===== src/core/sae_pkg.sv =====
// Purpose: Shared constants, codes and types of the servo alarm encoder
// Assumes: Display codes are held as one byte each
// Notes: Link fault codes use their own byte values, e0 and e1, unused by any alarm code
package sae_pkg;

    // ----------------------------------------------------------------
    // Display codes
    // ----------------------------------------------------------------
    localparam logic [7:0] CODE_NONE = 8'h00;
    localparam logic [7:0] CODE_A02 = 8'h02;
    localparam logic [7:0] CODE_A04 = 8'h04;
    localparam logic [7:0] CODE_A10 = 8'h10;
    localparam logic [7:0] CODE_A31 = 8'h31;
    localparam logic [7:0] CODE_A40 = 8'h40;
    localparam logic [7:0] CODE_A51 = 8'h51;
    localparam logic [7:0] CODE_A52 = 8'h52;
    localparam logic [7:0] CODE_A70 = 8'h70;
    localparam logic [7:0] CODE_A71 = 8'h71;
    localparam logic [7:0] CODE_A72 = 8'h72;
    localparam logic [7:0] CODE_AC1 = 8'hc1;
    localparam logic [7:0] CODE_AC2 = 8'hc2;
    localparam logic [7:0] CODE_AC3 = 8'hc3;
    localparam logic [7:0] CODE_AC4 = 8'hc4;
    localparam logic [7:0] CODE_AF3 = 8'hf3;
    localparam logic [7:0] CODE_A99 = 8'h99;
    localparam logic [7:0] CODE_CPF00 = 8'he0;
    localparam logic [7:0] CODE_CPF01 = 8'he1;

    // ----------------------------------------------------------------
    // Code bit patterns, ordered {bit3, bit2, bit1}
    // ----------------------------------------------------------------
    localparam logic [2:0] PAT_OFF = 3'h0;
    localparam logic [2:0] PAT_B1 = 3'h1;
    localparam logic [2:0] PAT_B2 = 3'h2;
    localparam logic [2:0] PAT_B12 = 3'h3;
    localparam logic [2:0] PAT_B3 = 3'h4;
    localparam logic [2:0] PAT_B13 = 3'h5;
    localparam logic [2:0] PAT_ALL = 3'h7;

    // ----------------------------------------------------------------
    // Limits, selectors, fields and reset values
    // ----------------------------------------------------------------
    localparam logic [12:0] OVERSPEED_RPM = 13'h1356;
    localparam logic [12:0] SPEED_CMD_LIMIT_RPM = 13'h125c;
    localparam logic [7:0] TORQUE_LOW_PCT = 8'h78;
    localparam logic [7:0] TORQUE_HIGH_PCT = 8'h87;
    localparam logic [7:0] SEL_HIST_CLEAR = 8'h02;
    localparam logic [7:0] SEL_PARAM_CHECK = 8'h04;
    localparam int ALWAYS_ON_BIT = 0;
    localparam int HIST_DEPTH = 10;
    localparam logic [1:0] PCHECK_LAST = 2'h3;
    localparam logic FAULT_FLAG_RST = 1'b1;

    typedef enum logic [2:0] {
        PC_IDLE = 3'b001,
        PC_MOTOR = 3'b010,
        PC_SPECIAL = 3'b100
    } sae_pc_state_t;

    function automatic logic [2:0] sae_pattern(input logic [7:0] code);
        case (code)
            CODE_A10: sae_pattern = PAT_B1;
            CODE_A31: sae_pattern = PAT_B12;
            CODE_A40: sae_pattern = PAT_B3;
            CODE_A51, CODE_A52, CODE_AC1, CODE_AC2, CODE_AC3, CODE_AC4:
                sae_pattern = PAT_B13;
            CODE_A70, CODE_A71, CODE_A72: sae_pattern = PAT_ALL;
            CODE_AF3: sae_pattern = PAT_B2;
            default: sae_pattern = PAT_OFF;
        endcase
    endfunction

endpackage

===== src/core/sae_hist_if.sv =====
// Purpose: Carrier between alarm encoder and its history store
// Assumes: One push per cycle at most
// Notes: Read index beyond the depth returns no code
`timescale 1ns/100ps
interface sae_hist_if;
    logic push;
    logic clear;
    logic [7:0] push_code;
    logic [3:0] rd_idx;
    logic [7:0] rd_code;

    modport writer(output push, output clear, output push_code,
                   output rd_idx, input rd_code);
    modport store(input push, input clear, input push_code,
                  input rd_idx, output rd_code);
endinterface


===== src/core/sae_alarm_encoder.sv =====
// Purpose: Alarm detection, latching, code outputs and parameter check
// Assumes: Error inputs come from logic on CLK; RESET and RUN are pins
// Notes: Power cycle is a pulse from the retained supervisor logic
// Behaviour
// Any error drops fault flag, drives code bits, stops drive, shows code
// Parameter checksum mismatch gives a.02 with all code bits off
// Overcurrent or overheat gives a.10 with only bit 1 on
// Deviation count above threshold gives a.31, bits 1 and 2 on
// DC bus overvoltage gives a.40 with only bit 3 on
// Speed at 4950 r/min gives a.51, bits 1 and 3 on
// On other variants a 4700 r/min command gives a.52, bits 1, 3
// Supporting variants: torque over 120% along curve gives a.70, all on
// Other variants: torque over 135% along curve gives a.71, all on
// Other variants: torque 120% to 135% along curve gives a.72, all on
// Runaway a.c1 and phase error a.c2 set bits 1 and 3
// Quadrature channel open or short gives a.c3, bits 1 and 3
// Serial encoder channel open or short gives a.c4, bits 1 and 3
// Restart within retention gives a.f3 with only bit 2 on
// a.99 logged at power-up after alarm reset, never an active alarm
// Link faults cpf00 and cpf01 reported, never kept in history
// Fault flag high in normal running, low while alarm is active
// Reset pin, power cycle or reset key clears the alarm
// Power cycle does not clear an overcurrent alarm
// Drive resumes at once on clear if run or always-on is set
// Selector 04 enters check mode showing the drive's supported ratings
// Mode key steps motor items, then special specs, then back
// Ten most recent alarms kept, higher entry is older; an alarm detected with LINK_TIMEOUT in the same cycle is not logged
// Only the first detected code is latched until cleared
`timescale 1ns/100ps
module sae_alarm_encoder #(
    parameter logic VARIANT_HL = 1'b0,
    parameter logic [3:0][15:0] MOTOR_PARAMS = 64'h0004_0003_0002_0001,
    parameter logic [15:0] SPECIAL_SPEC = 16'h0000
) (
    input wire logic CLK,
    input wire logic RST,
    input wire logic ERR_CHECKSUM,
    input wire logic ERR_PARAM_SETTING,
    input wire logic ERR_OVERCURRENT,
    input wire logic [15:0] DEV_COUNT,
    input wire logic [15:0] OVERFLOW_THRESHOLD_PARAM,
    input wire logic ERR_OVERVOLTAGE,
    input wire logic [12:0] MOTOR_SPEED,
    input wire logic [12:0] SPEED_CMD,
    input wire logic OVERLOAD_TRIP,
    input wire logic [7:0] TORQUE_PCT,
    input wire logic ERR_RUNAWAY,
    input wire logic ERR_PHASE,
    input wire logic ERR_ENC_QUAD,
    input wire logic ERR_ENC_SERIAL,
    input wire logic ERR_POWER_RESTART,
    input wire logic PWR_CYCLE,
    input wire logic LINK_OK,
    input wire logic LINK_TIMEOUT,
    input wire logic ALARM_RESET_PIN,
    input wire logic RUN_PIN,
    input wire logic KEY_RESET,
    input wire logic KEY_MODE_SET,
    input wire logic [15:0] FUNCTION_SELECT_WORD,
    input wire logic [7:0] SYSTEM_CHECK_SELECTOR,
    input wire logic [3:0] HIST_RD_IDX,
    output logic FAULT_FLAG_OUT,
    output logic FAULT_CODE_BIT1,
    output logic FAULT_CODE_BIT2,
    output logic FAULT_CODE_BIT3,
    output logic DRIVE_ENABLE,
    output logic [7:0] DISPLAY_CODE,
    output logic PCHECK_ACTIVE,
    output logic PCHECK_SPECIAL,
    output logic [15:0] PCHECK_DATA,
    output logic [7:0] HIST_RD_CODE
);

    // ----------------------------------------------------------------
    // Pin synchronisers
    // ----------------------------------------------------------------
    logic rst_pin_m;
    logic rst_pin_s;
    logic rst_pin_d;
    logic run_m;
    logic run_s;

    always_ff @(posedge CLK)
    begin
        if (RST)
        begin
            rst_pin_m <= 1'b0;
            rst_pin_s <= 1'b0;
            rst_pin_d <= 1'b0;
            run_m <= 1'b0;
            run_s <= 1'b0;
        end
        else
        begin
            rst_pin_m <= ALARM_RESET_PIN;
            rst_pin_s <= rst_pin_m;
            rst_pin_d <= rst_pin_s;
            run_m <= RUN_PIN;
            run_s <= run_m;
        end
    end

    wire reset_edge = rst_pin_s & ~rst_pin_d;

    // ----------------------------------------------------------------
    // Error detection
    // ----------------------------------------------------------------
    logic link_seen;

    // checksum error
    wire det_a02 = ERR_CHECKSUM;
    wire det_a04 = ERR_PARAM_SETTING & ~VARIANT_HL;
    // overcurrent or heat
    wire det_a10 = ERR_OVERCURRENT;
    // deviation overflow
    wire det_a31 = DEV_COUNT > OVERFLOW_THRESHOLD_PARAM;
    // bus overvoltage
    wire det_a40 = ERR_OVERVOLTAGE;
    // overspeed limit
    wire det_a51 = MOTOR_SPEED >= sae_pkg::OVERSPEED_RPM;
    // excessive speed command
    wire det_a52 = VARIANT_HL & (SPEED_CMD >= sae_pkg::SPEED_CMD_LIMIT_RPM);
    wire over_low = TORQUE_PCT > sae_pkg::TORQUE_LOW_PCT;
    wire over_high = TORQUE_PCT > sae_pkg::TORQUE_HIGH_PCT;
    wire in_band = (TORQUE_PCT >= sae_pkg::TORQUE_LOW_PCT) & ~over_high;
    // overload above low level
    wire det_a70 = OVERLOAD_TRIP & ~VARIANT_HL & over_low;
    // overload above high level
    wire det_a71 = OVERLOAD_TRIP & VARIANT_HL & over_high;
    // overload in band
    wire det_a72 = OVERLOAD_TRIP & VARIANT_HL & in_band;
    // runaway and phase
    wire det_ac1 = ERR_RUNAWAY;
    wire det_ac2 = ERR_PHASE;
    // quadrature wire fault
    wire det_ac3 = ERR_ENC_QUAD;
    // serial wire fault
    wire det_ac4 = ERR_ENC_SERIAL;
    // momentary power failure
    wire det_af3 = ERR_POWER_RESTART;
    // link fault classes
    wire det_cpf00 = LINK_TIMEOUT & ~link_seen;
    wire det_cpf01 = LINK_TIMEOUT & link_seen;

    // fixed pick among same-cycle errors
    wire [7:0] det_code =
        det_a02 ? sae_pkg::CODE_A02 :
        det_a04 ? sae_pkg::CODE_A04 :
        det_a10 ? sae_pkg::CODE_A10 :
        det_a31 ? sae_pkg::CODE_A31 :
        det_a40 ? sae_pkg::CODE_A40 :
        det_a51 ? sae_pkg::CODE_A51 :
        det_a52 ? sae_pkg::CODE_A52 :
        det_a70 ? sae_pkg::CODE_A70 :
        det_a71 ? sae_pkg::CODE_A71 :
        det_a72 ? sae_pkg::CODE_A72 :
        det_ac1 ? sae_pkg::CODE_AC1 :
        det_ac2 ? sae_pkg::CODE_AC2 :
        det_ac3 ? sae_pkg::CODE_AC3 :
        det_ac4 ? sae_pkg::CODE_AC4 :
        det_af3 ? sae_pkg::CODE_AF3 :
        det_cpf00 ? sae_pkg::CODE_CPF00 :
        det_cpf01 ? sae_pkg::CODE_CPF01 : sae_pkg::CODE_NONE;

    wire det_any = det_code != sae_pkg::CODE_NONE;
    wire det_link = det_cpf00 | det_cpf01;

    // ----------------------------------------------------------------
    // Alarm latch and clearing
    // ----------------------------------------------------------------
    logic [7:0] alarm_code;

    wire alarm_active = alarm_code != sae_pkg::CODE_NONE;
    wire is_overcurrent = alarm_code == sae_pkg::CODE_A10;
    // power cycle spares overcurrent
    wire pwr_clear = PWR_CYCLE & alarm_active & ~is_overcurrent;
    // three ways to clear
    wire do_clear = reset_edge | KEY_RESET | pwr_clear;
    // new code only when idle or cleared; set wins over clear
    wire take_new = det_any & (~alarm_active | do_clear);
    wire [7:0] next_alarm_code = take_new ? det_code :
        do_clear ? sae_pkg::CODE_NONE : alarm_code;
    wire next_active = next_alarm_code != sae_pkg::CODE_NONE;
    wire always_on = FUNCTION_SELECT_WORD[sae_pkg::ALWAYS_ON_BIT];
    wire drive_req = run_s | always_on;
    wire [2:0] next_pat = sae_pkg::sae_pattern(next_alarm_code);

    always_ff @(posedge CLK)
    begin
        if (RST)
            link_seen <= 1'b0;
        else if (LINK_OK)
            link_seen <= 1'b1;
    end

    always_ff @(posedge CLK)
    begin
        if (RST)
            alarm_code <= sae_pkg::CODE_NONE;
        else
            alarm_code <= next_alarm_code;
    end

    // outputs follow the latched code
    always_ff @(posedge CLK)
    begin
        if (RST)
        begin
            FAULT_FLAG_OUT <= sae_pkg::FAULT_FLAG_RST;
            {FAULT_CODE_BIT3, FAULT_CODE_BIT2, FAULT_CODE_BIT1} <=
                sae_pkg::PAT_OFF;
            DRIVE_ENABLE <= 1'b0;
            DISPLAY_CODE <= sae_pkg::CODE_NONE;
        end
        else
        begin
            // conducting while normal
            FAULT_FLAG_OUT <= ~next_active;
            {FAULT_CODE_BIT3, FAULT_CODE_BIT2, FAULT_CODE_BIT1} <= next_pat;
            // immediate resume on clear
            DRIVE_ENABLE <= ~next_active & drive_req;
            DISPLAY_CODE <= next_alarm_code;
        end
    end

    // ----------------------------------------------------------------
    // Alarm history
    // ----------------------------------------------------------------
    sae_hist_if hist_bus();

    // link faults stay out of history
    wire push_alarm = take_new & ~det_link;
    // reset-at-power-up entry only
    wire push_a99 = pwr_clear & ~take_new;
    wire hist_clear_req;

    assign hist_bus.push = push_alarm | push_a99;
    assign hist_bus.push_code = push_alarm ? det_code : sae_pkg::CODE_A99;
    assign hist_bus.clear = hist_clear_req;
    assign hist_bus.rd_idx = HIST_RD_IDX;

    // ten entry store
    sae_alarm_history #(
        .DEPTH(sae_pkg::HIST_DEPTH)
    ) u_history (
        .clk(CLK),
        .rst(RST),
        .hist(hist_bus.store)
    );

    always_ff @(posedge CLK)
    begin
        if (RST)
            HIST_RD_CODE <= sae_pkg::CODE_NONE;
        else
            HIST_RD_CODE <= hist_bus.rd_code;
    end

    // ----------------------------------------------------------------
    // Motor parameter check mode
    // ----------------------------------------------------------------
    sae_pkg::sae_pc_state_t pc_state;
    sae_pkg::sae_pc_state_t next_pc_state;
    logic [1:0] pc_idx;

    wire sel_check = SYSTEM_CHECK_SELECTOR == sae_pkg::SEL_PARAM_CHECK;
    wire sel_clear = SYSTEM_CHECK_SELECTOR == sae_pkg::SEL_HIST_CLEAR;
    wire in_idle = pc_state == sae_pkg::PC_IDLE;
    wire in_motor = pc_state == sae_pkg::PC_MOTOR;
    wire last_item = pc_idx == sae_pkg::PCHECK_LAST;
    assign hist_clear_req = in_idle & sel_clear & KEY_MODE_SET;

    // mode key stepping
    always_comb
    begin
        next_pc_state = pc_state;
        case (pc_state)
            sae_pkg::PC_IDLE:
                if (KEY_MODE_SET && sel_check)
                    next_pc_state = sae_pkg::PC_MOTOR;
            sae_pkg::PC_MOTOR:
                if (KEY_MODE_SET && last_item)
                    next_pc_state = sae_pkg::PC_SPECIAL;
            sae_pkg::PC_SPECIAL:
                if (KEY_MODE_SET)
                    next_pc_state = sae_pkg::PC_IDLE;
            default:
                next_pc_state = sae_pkg::PC_IDLE;
        endcase
    end

    wire next_in_motor = next_pc_state == sae_pkg::PC_MOTOR;
    wire [1:0] next_pc_idx = (in_motor && KEY_MODE_SET && !last_item) ?
        pc_idx + 2'h1 : (next_in_motor ? pc_idx : 2'h0);
    // ratings held by the drive itself
    wire [15:0] next_pc_data = next_in_motor ? MOTOR_PARAMS[next_pc_idx] :
        (next_pc_state == sae_pkg::PC_SPECIAL) ? SPECIAL_SPEC : 16'h0000;

    always_ff @(posedge CLK)
    begin
        if (RST)
        begin
            pc_state <= sae_pkg::PC_IDLE;
            pc_idx <= 2'h0;
            PCHECK_ACTIVE <= 1'b0;
            PCHECK_SPECIAL <= 1'b0;
            PCHECK_DATA <= 16'h0000;
        end
        else
        begin
            pc_state <= next_pc_state;
            pc_idx <= next_pc_idx;
            PCHECK_ACTIVE <= next_pc_state != sae_pkg::PC_IDLE;
            PCHECK_SPECIAL <= next_pc_state == sae_pkg::PC_SPECIAL;
            PCHECK_DATA <= next_pc_data;
        end
    end

    // ----------------------------------------------------------------
    // Checks
    // ----------------------------------------------------------------
    property p_raise;
        @(posedge CLK) disable iff (RST)
        (!alarm_active && det_any) |=> !FAULT_FLAG_OUT && !DRIVE_ENABLE
            && DISPLAY_CODE == $past(det_code);
    endproperty
    a_raise: assert property (p_raise)
        else $error("Detected error not raised on outputs");

    property p_a02;
        @(posedge CLK) disable iff (RST)
        (!alarm_active && ERR_CHECKSUM) |=> DISPLAY_CODE == 8'h02
            && !FAULT_CODE_BIT1 && !FAULT_CODE_BIT2 && !FAULT_CODE_BIT3;
    endproperty
    a_a02: assert property (p_a02)
        else $error("Checksum alarm code wrong");

    property p_a10;
        @(posedge CLK) disable iff (RST)
        (!alarm_active && det_code == 8'h10) |=> FAULT_CODE_BIT1
            && !FAULT_CODE_BIT2 && !FAULT_CODE_BIT3;
    endproperty
    a_a10: assert property (p_a10)
        else $error("Overcurrent code bits wrong");

    property p_a51;
        @(posedge CLK) disable iff (RST)
        (!alarm_active && det_code == 8'h51) |=> FAULT_CODE_BIT1
            && !FAULT_CODE_BIT2 && FAULT_CODE_BIT3;
    endproperty
    a_a51: assert property (p_a51)
        else $error("Overspeed code bits wrong");

    property p_hold_first;
        @(posedge CLK) disable iff (RST)
        (alarm_active && !do_clear) |=> $stable(alarm_code) [*1];
    endproperty
    a_hold_first: assert property (p_hold_first)
        else $error("Latched code changed without clear");

    property p_oc_kept;
        @(posedge CLK) disable iff (RST)
        (is_overcurrent && PWR_CYCLE && !KEY_RESET && !reset_edge)
            |=> alarm_code == 8'h10 && !FAULT_FLAG_OUT;
    endproperty
    a_oc_kept: assert property (p_oc_kept)
        else $error("Power cycle cleared overcurrent");

    property p_key_clear;
        @(posedge CLK) disable iff (RST)
        (KEY_RESET && !det_any) |=> FAULT_FLAG_OUT && !alarm_active;
    endproperty
    a_key_clear: assert property (p_key_clear)
        else $error("Reset key did not clear alarm");

    property p_resume;
        @(posedge CLK) disable iff (RST)
        (alarm_active && do_clear && !det_any && drive_req)
            |=> DRIVE_ENABLE;
    endproperty
    a_resume: assert property (p_resume)
        else $error("Drive did not resume on clear");

    property p_no_link_hist;
        @(posedge CLK) disable iff (RST)
        (take_new && det_link) |-> !hist_bus.push;
    endproperty
    a_no_link_hist: assert property (p_no_link_hist)
        else $error("Link fault entered history");

    property p_a99_passive;
        @(posedge CLK) disable iff (RST)
        push_a99 |=> FAULT_FLAG_OUT && alarm_code != 8'h99;
    endproperty
    a_a99_passive: assert property (p_a99_passive)
        else $error("History-only entry acted as alarm");

    property p_check_enter;
        @(posedge CLK) disable iff (RST)
        (in_idle && sel_check && KEY_MODE_SET) |=> PCHECK_ACTIVE
            && !PCHECK_SPECIAL && PCHECK_DATA == MOTOR_PARAMS[0];
    endproperty
    a_check_enter: assert property (p_check_enter)
        else $error("Check mode not entered");

    property p_check_special;
        @(posedge CLK) disable iff (RST)
        (in_motor && last_item && KEY_MODE_SET) |=> PCHECK_SPECIAL
            && PCHECK_ACTIVE && PCHECK_DATA == SPECIAL_SPEC;
    endproperty
    a_check_special: assert property (p_check_special)
        else $error("Special specs not shown after last item");

endmodule


===== src/core/sae_alarm_history.sv =====
// Purpose: Shift store of the most recent alarm codes
// Assumes: Entry 0 is the newest code
// Notes: Clear empties every entry in one cycle; a same-cycle push survives
`timescale 1ns/100ps
module sae_alarm_history #(
    parameter int DEPTH = sae_pkg::HIST_DEPTH
) (
    input wire logic clk,
    input wire logic rst,
    sae_hist_if.store hist
);

    logic [7:0] entry [DEPTH];

    // ----------------------------------------------------------------
    // Shift chain
    // ----------------------------------------------------------------
    genvar i;
    generate
        for (i = 0; i < DEPTH; i++)
        begin : g_entry
            localparam int PREV = (i == 0) ? 0 : i - 1;
            // New code wins over a clear in the same cycle
            wire [7:0] shift_in = (i == 0) ? hist.push_code :
                hist.clear ? sae_pkg::CODE_NONE : entry[PREV];
            always_ff @(posedge clk)
            begin
                if (rst)
                    entry[i] <= sae_pkg::CODE_NONE;
                else if (hist.push)
                    entry[i] <= shift_in;
                else if (hist.clear)
                    entry[i] <= sae_pkg::CODE_NONE;
            end
        end
    endgenerate

    wire in_range = int'(hist.rd_idx) < DEPTH;
    assign hist.rd_code = in_range ? entry[hist.rd_idx] : sae_pkg::CODE_NONE;

    // newest first
    property p_hist_shift;
        @(posedge clk) disable iff (rst)
        (hist.push && !hist.clear) |=> (entry[0] == $past(hist.push_code))
            && (entry[1] == $past(entry[0]));
    endproperty
    a_hist_shift: assert property (p_hist_shift)
        else $error("History did not shift in the new code");

endmodule


===== config.mk =====
export PLATFORM = sky130hd
export DESIGN_NAME = sae_alarm_encoder
export DESIGN_NICKNAME = d
export VERILOG_FILES = /design/src/core/sae_pkg.sv /design/src/core/sae_hist_if.sv /design/src/core/sae_alarm_encoder.sv /design/src/core/sae_alarm_history.sv
export SDC_FILE = /design/constraint.sdc
export NUM_CORES = 1
export LEC_CHECK = 0
export BUFFER_PORTS_ARGS = -buffer_cell sky130_fd_sc_hd__buf_2
export CAP_MARGIN = 20
export CORE_MARGIN = 8
export CORE_UTILIZATION = 35
export DETAILED_ROUTE_END_ITERATION = 10
export GPL_ROUTABILITY_DRIVEN = 1
export SLEW_MARGIN = 10
export SYNTH_ARGS = -nofsm -noshare
export SYNTH_HDL_FRONTEND = slang
export SYNTH_SLANG_ARGS = --single-unit

===== constraint.sdc =====
create_clock -name CLK -period 12.2 [get_ports CLK]
set_clock_uncertainty 0.2 [all_clocks]
set_input_delay 0.61 -clock CLK [delete_from_list [all_inputs] [get_ports CLK]]
set_output_delay 0.61 -clock CLK [all_outputs]
set_load 0.02 [all_outputs]

==> metrics.yaml <==
status:
  run_status: "finished, final reports clean"
worst_setup_path:
  rrSetupSlack_ns: 9.10
  rr_worst_depth: 8
  crit_type: "input pin to flop"
  crit_end: "u_history.entry[9][1]"
  cp.required_ns: 12.04
  timing.rr.start: "DISPLAY_CODE[0]"
  start_kind: "input pin"
  crit_arrival_ns: 3.73
  r2r_end: "u_history.entry[9][1]"
  cp-startpoint: "DEV_COUNT[1]"
  cp_max_fo: 63
  critPathCaptureType: "flop"
min_path:
  hold_path_class: "input pin to flop"
floorplan:
  start_util_pct: 35.3
  dieWidth_um: 147
  fp.coreArea_um2: 17100
  io_pins: 152
  chipHeight_um: 147
  dieArea_um2: 21700
  rows: 48
cts:
  postCtsSetupBuffers: 0
  htree_num_levels: 4
  insertion_delay_ns: 0.41
  clock_path_buffers: 2
  cts.sinks: 117
  post_cts_resize_count: 0
  ctsHoldBuffers: 0
  cts_tree: "yes"
  cts.clk_slew.worst_paths_ns: 0.06
  cts_buffers: 17
  cts-root-buf: "clkbuf_16"
routing:
  dr.pass1.iters: 4
  drcViolationCount: 0
  wl_um: 13300
  post_drt_wl_per_cell_um: 15.4
  ant_nets: 0
  avgViaCountPerCell: 4.96
  drt-initial-drc-count: 262
  vias: 4284
synth:
  netlist-cell-type-count: 72
  synth_top_area_cell: "edfxtp_1"
  ys.flop_type: "edfxtp_1"
  ys_async_sr_fraction_pct: 0
  synth-seq-cells: 117
  synth.yosys.seq_area_share_pct: 52.0
  syn_area_per_cell_um2: 11.6
  netlist_top_cells_area: "edfxtp_1 (40%), dfxtp_1 (12%), and2_1 (7.9%)"
  synth_area_um2: 6040
  synth_edf_count: 80
  yosys.area.top_type_share_pct: 39.8
  synth_warnings: 0
  synth_cells: 520
power_and_ir_drop:
  internal_power_uw: 849
  powerDensity_nw_per_um2: 152
  p_leak_nw: 3.05
  pwr-share-clk_pct: 46.7
  pwr-share-seq_pct: 42.2
  peakVddDrop_mv: 0.107
  switchingPower_uw: 261
  combPwrFrac_pct: 11.1
  p_sw_share_pct: 23.5
timing:
  period_needed_ns: 3.89
  hold_viol_final: 0
  final.setup.tns_ns: 0
  max-slew-margin-rel_pct: 33.4
  fin_ws_ns: 8.31
  final-setup-viol-count: 0
  fin_crit_sh_pct: 31.9
  rsz0062_at_grt: "false"
  max_freq_ghz: 0.257
  finalMaxSlewViolations: 0
  worstMarginPinSlew_ns: 0.999
layout:
  fin_nets: 757
  n_fill_cell: 1619
  antenna_cells: 0
  drive_gt1_share_pct: 28.3
  syn2layout_area_growth_pct: 21.1
  area.sequential_um2: 3140
  multi_input_area_um2: 2640
place:
  io_buffer_count: 109
  dp.final_hpwl_um: 9550
  routabilityCongestion: 0.844
  dp_slack_ns: 7.85
global_route:
  grt_overflow: 0
  groute.usage.overall_pct: 12.3
  antenna_found_initial: 0
  grt_max_degree: 73
  grt_pass1_vias: 4366
  grt_pass1_wl_um: 21600
flow_run:
  cap_violations: 0
==> final cells by class <==
cell class                      count  area share (%)
Clock buffer                       20            5.97
Clock inverter                     12            2.41
Inverter                           25            1.28
Multi-Input combinational cell    355            36.0
Sequential cell                   117            42.9
Tap cell                          225            3.85
Timing Repair Buffer              110            7.56
==> cells in the final DEF (no fill, tap or decap), types with 7 or more instances in the layout <==
cell type | synthesis | routed
conb_1 | 1 | 13
nor2_1 | 32 | 32
nor2b_1 | 23 | 23
ha_1 | 18 | 18
edfxtp_1 | 80 | 80
and2_1 | 76 | 76
inv_1 | 25 | 25
nor3_1 | 7 | 7
dfxtp_1 | 37 | 37
nand2_1 | 23 | 22
a21oi_1 | 18 | 18
buf_2 | 1 | 109
nor4_1 | 8 | 8
mux4_2 | 16 | 16
clkbuf_16 | 0 | 17
a211oi_1 | 19 | 19
mux2i_1 | 9 | 9
o21ai_0 | 12 | 12
==> flip-flops by register name, indices dropped and copies added, names as in the netlist, 2 cells and up <==
| name | count |
|---|---|
| DISPLAY_CODE | 8 |
| HIST_RD_CODE | 8 |
| PCHECK_DATA | 3 |
| pc_idx | 2 |
| pc_state | 3 |
| u_history.entry | 80 |
==> power groups by stage <==
stage | registers [mW] | clock network [mW] | logic [mW]
final | 0.468 | 0.519 | 0.123
after CTS | 0.468 | 0.530 | 0.124
after global placement | 0.474 | 0 | 0.121
after global routing | 0.472 | 0.547 | 0.135
after floorplan | 0.476 | 0 | 0.0861
after detailed placement | 0.476 | 0 | 0.124
==> through the flow <==
step / cells / util (%) / total power [mW] / instance area (µm²) / hold WS [ns]
2_1_floorplan: 532 / - / 0.562 / 6090 / 0.214
3_3_place_gp: 832 / 39.2 / 0.595 / 6710 / 0.219
3_5_place_dp: 832 / 39.2 / 0.600 / 6710 / 0.232
4_1_cts: 864 / 42.8 / 1.12 / 7320 / 0.181
5_1_grt: 864 / 42.8 / 1.15 / 7320 / 0.213
6_report: 864 / 42.8 / 1.11 / 7320 / 0.197
==> logic make-up (layout without fill, tap and decap cells) <==
family / count (synthesis) / count (layout) / share of synthesized area, %
xor gates and xnor gates: 2 / 2 / 0.290
buffers and inverters: 60 / 167 / 5.18
muxes: 25 / 25 / 7.45
other: 1 / 13 / 0.0621
AOI/OAI and AO/OA: 90 / 90 / 11.5
and+or+nand+nor: 207 / 207 / 19.8
adders and majority gates: 18 / 18 / 3.73
DFF: 117 / 117 / 52.0
==> critical path: stages <==
cell	delay (ns)
buf_2	0.10
ha_1	0.30
nor2b_1	0.13
o21ai_0	0.22
a21boi_2	0.10
o31ai_2	0.49
and2_4	0.28
nand3_1	0.08
nor2_1	0.36
nor2_1	0.12
nand2_2	0.22
buf_4	0.69
==> synthesized netlist by cell type, drive strengths merged, types with 6 or more instances <==
library cell   n
edfxtp        80
and2          78
dfxtp         37
nor2          32
buf           25
inv           25
nand2         24
nor2b         23
a211oi        20
a21oi         18
ha            18
mux4          16
o21ai         16
clkbuf        10
nor4          10
mux2i          9
nor3           8
nand4          7
nand2b         6
nand3          6
==> routing by layer <==
layer  up-vias  track usage [%]  wire length (µm)
met4         0             4.90               172
met1      2040             15.6              6210
met5         -                0                 0
li1       2094                -                 -
met2       136             19.1              6200
met3        14             3.91               754
==> worst min path at each step <==
stage / startpoint / endpoint / slack [ns] / cells past startpoint
CTS: LINK_OK / link_seen / 0.18 / 3
global placement: rst_pin_m / rst_pin_s / 0.22 / 1
floorplan: rst_pin_m / rst_pin_s / 0.21 / 1
detailed placement: rst_pin_m / rst_pin_s / 0.23 / 1
global route: ALARM_RESET_PIN / rst_pin_m / 0.21 / 2
finish: LINK_OK / link_seen / 0.20 / 3
Note: power is estimated with default switching activity, not from simulation.
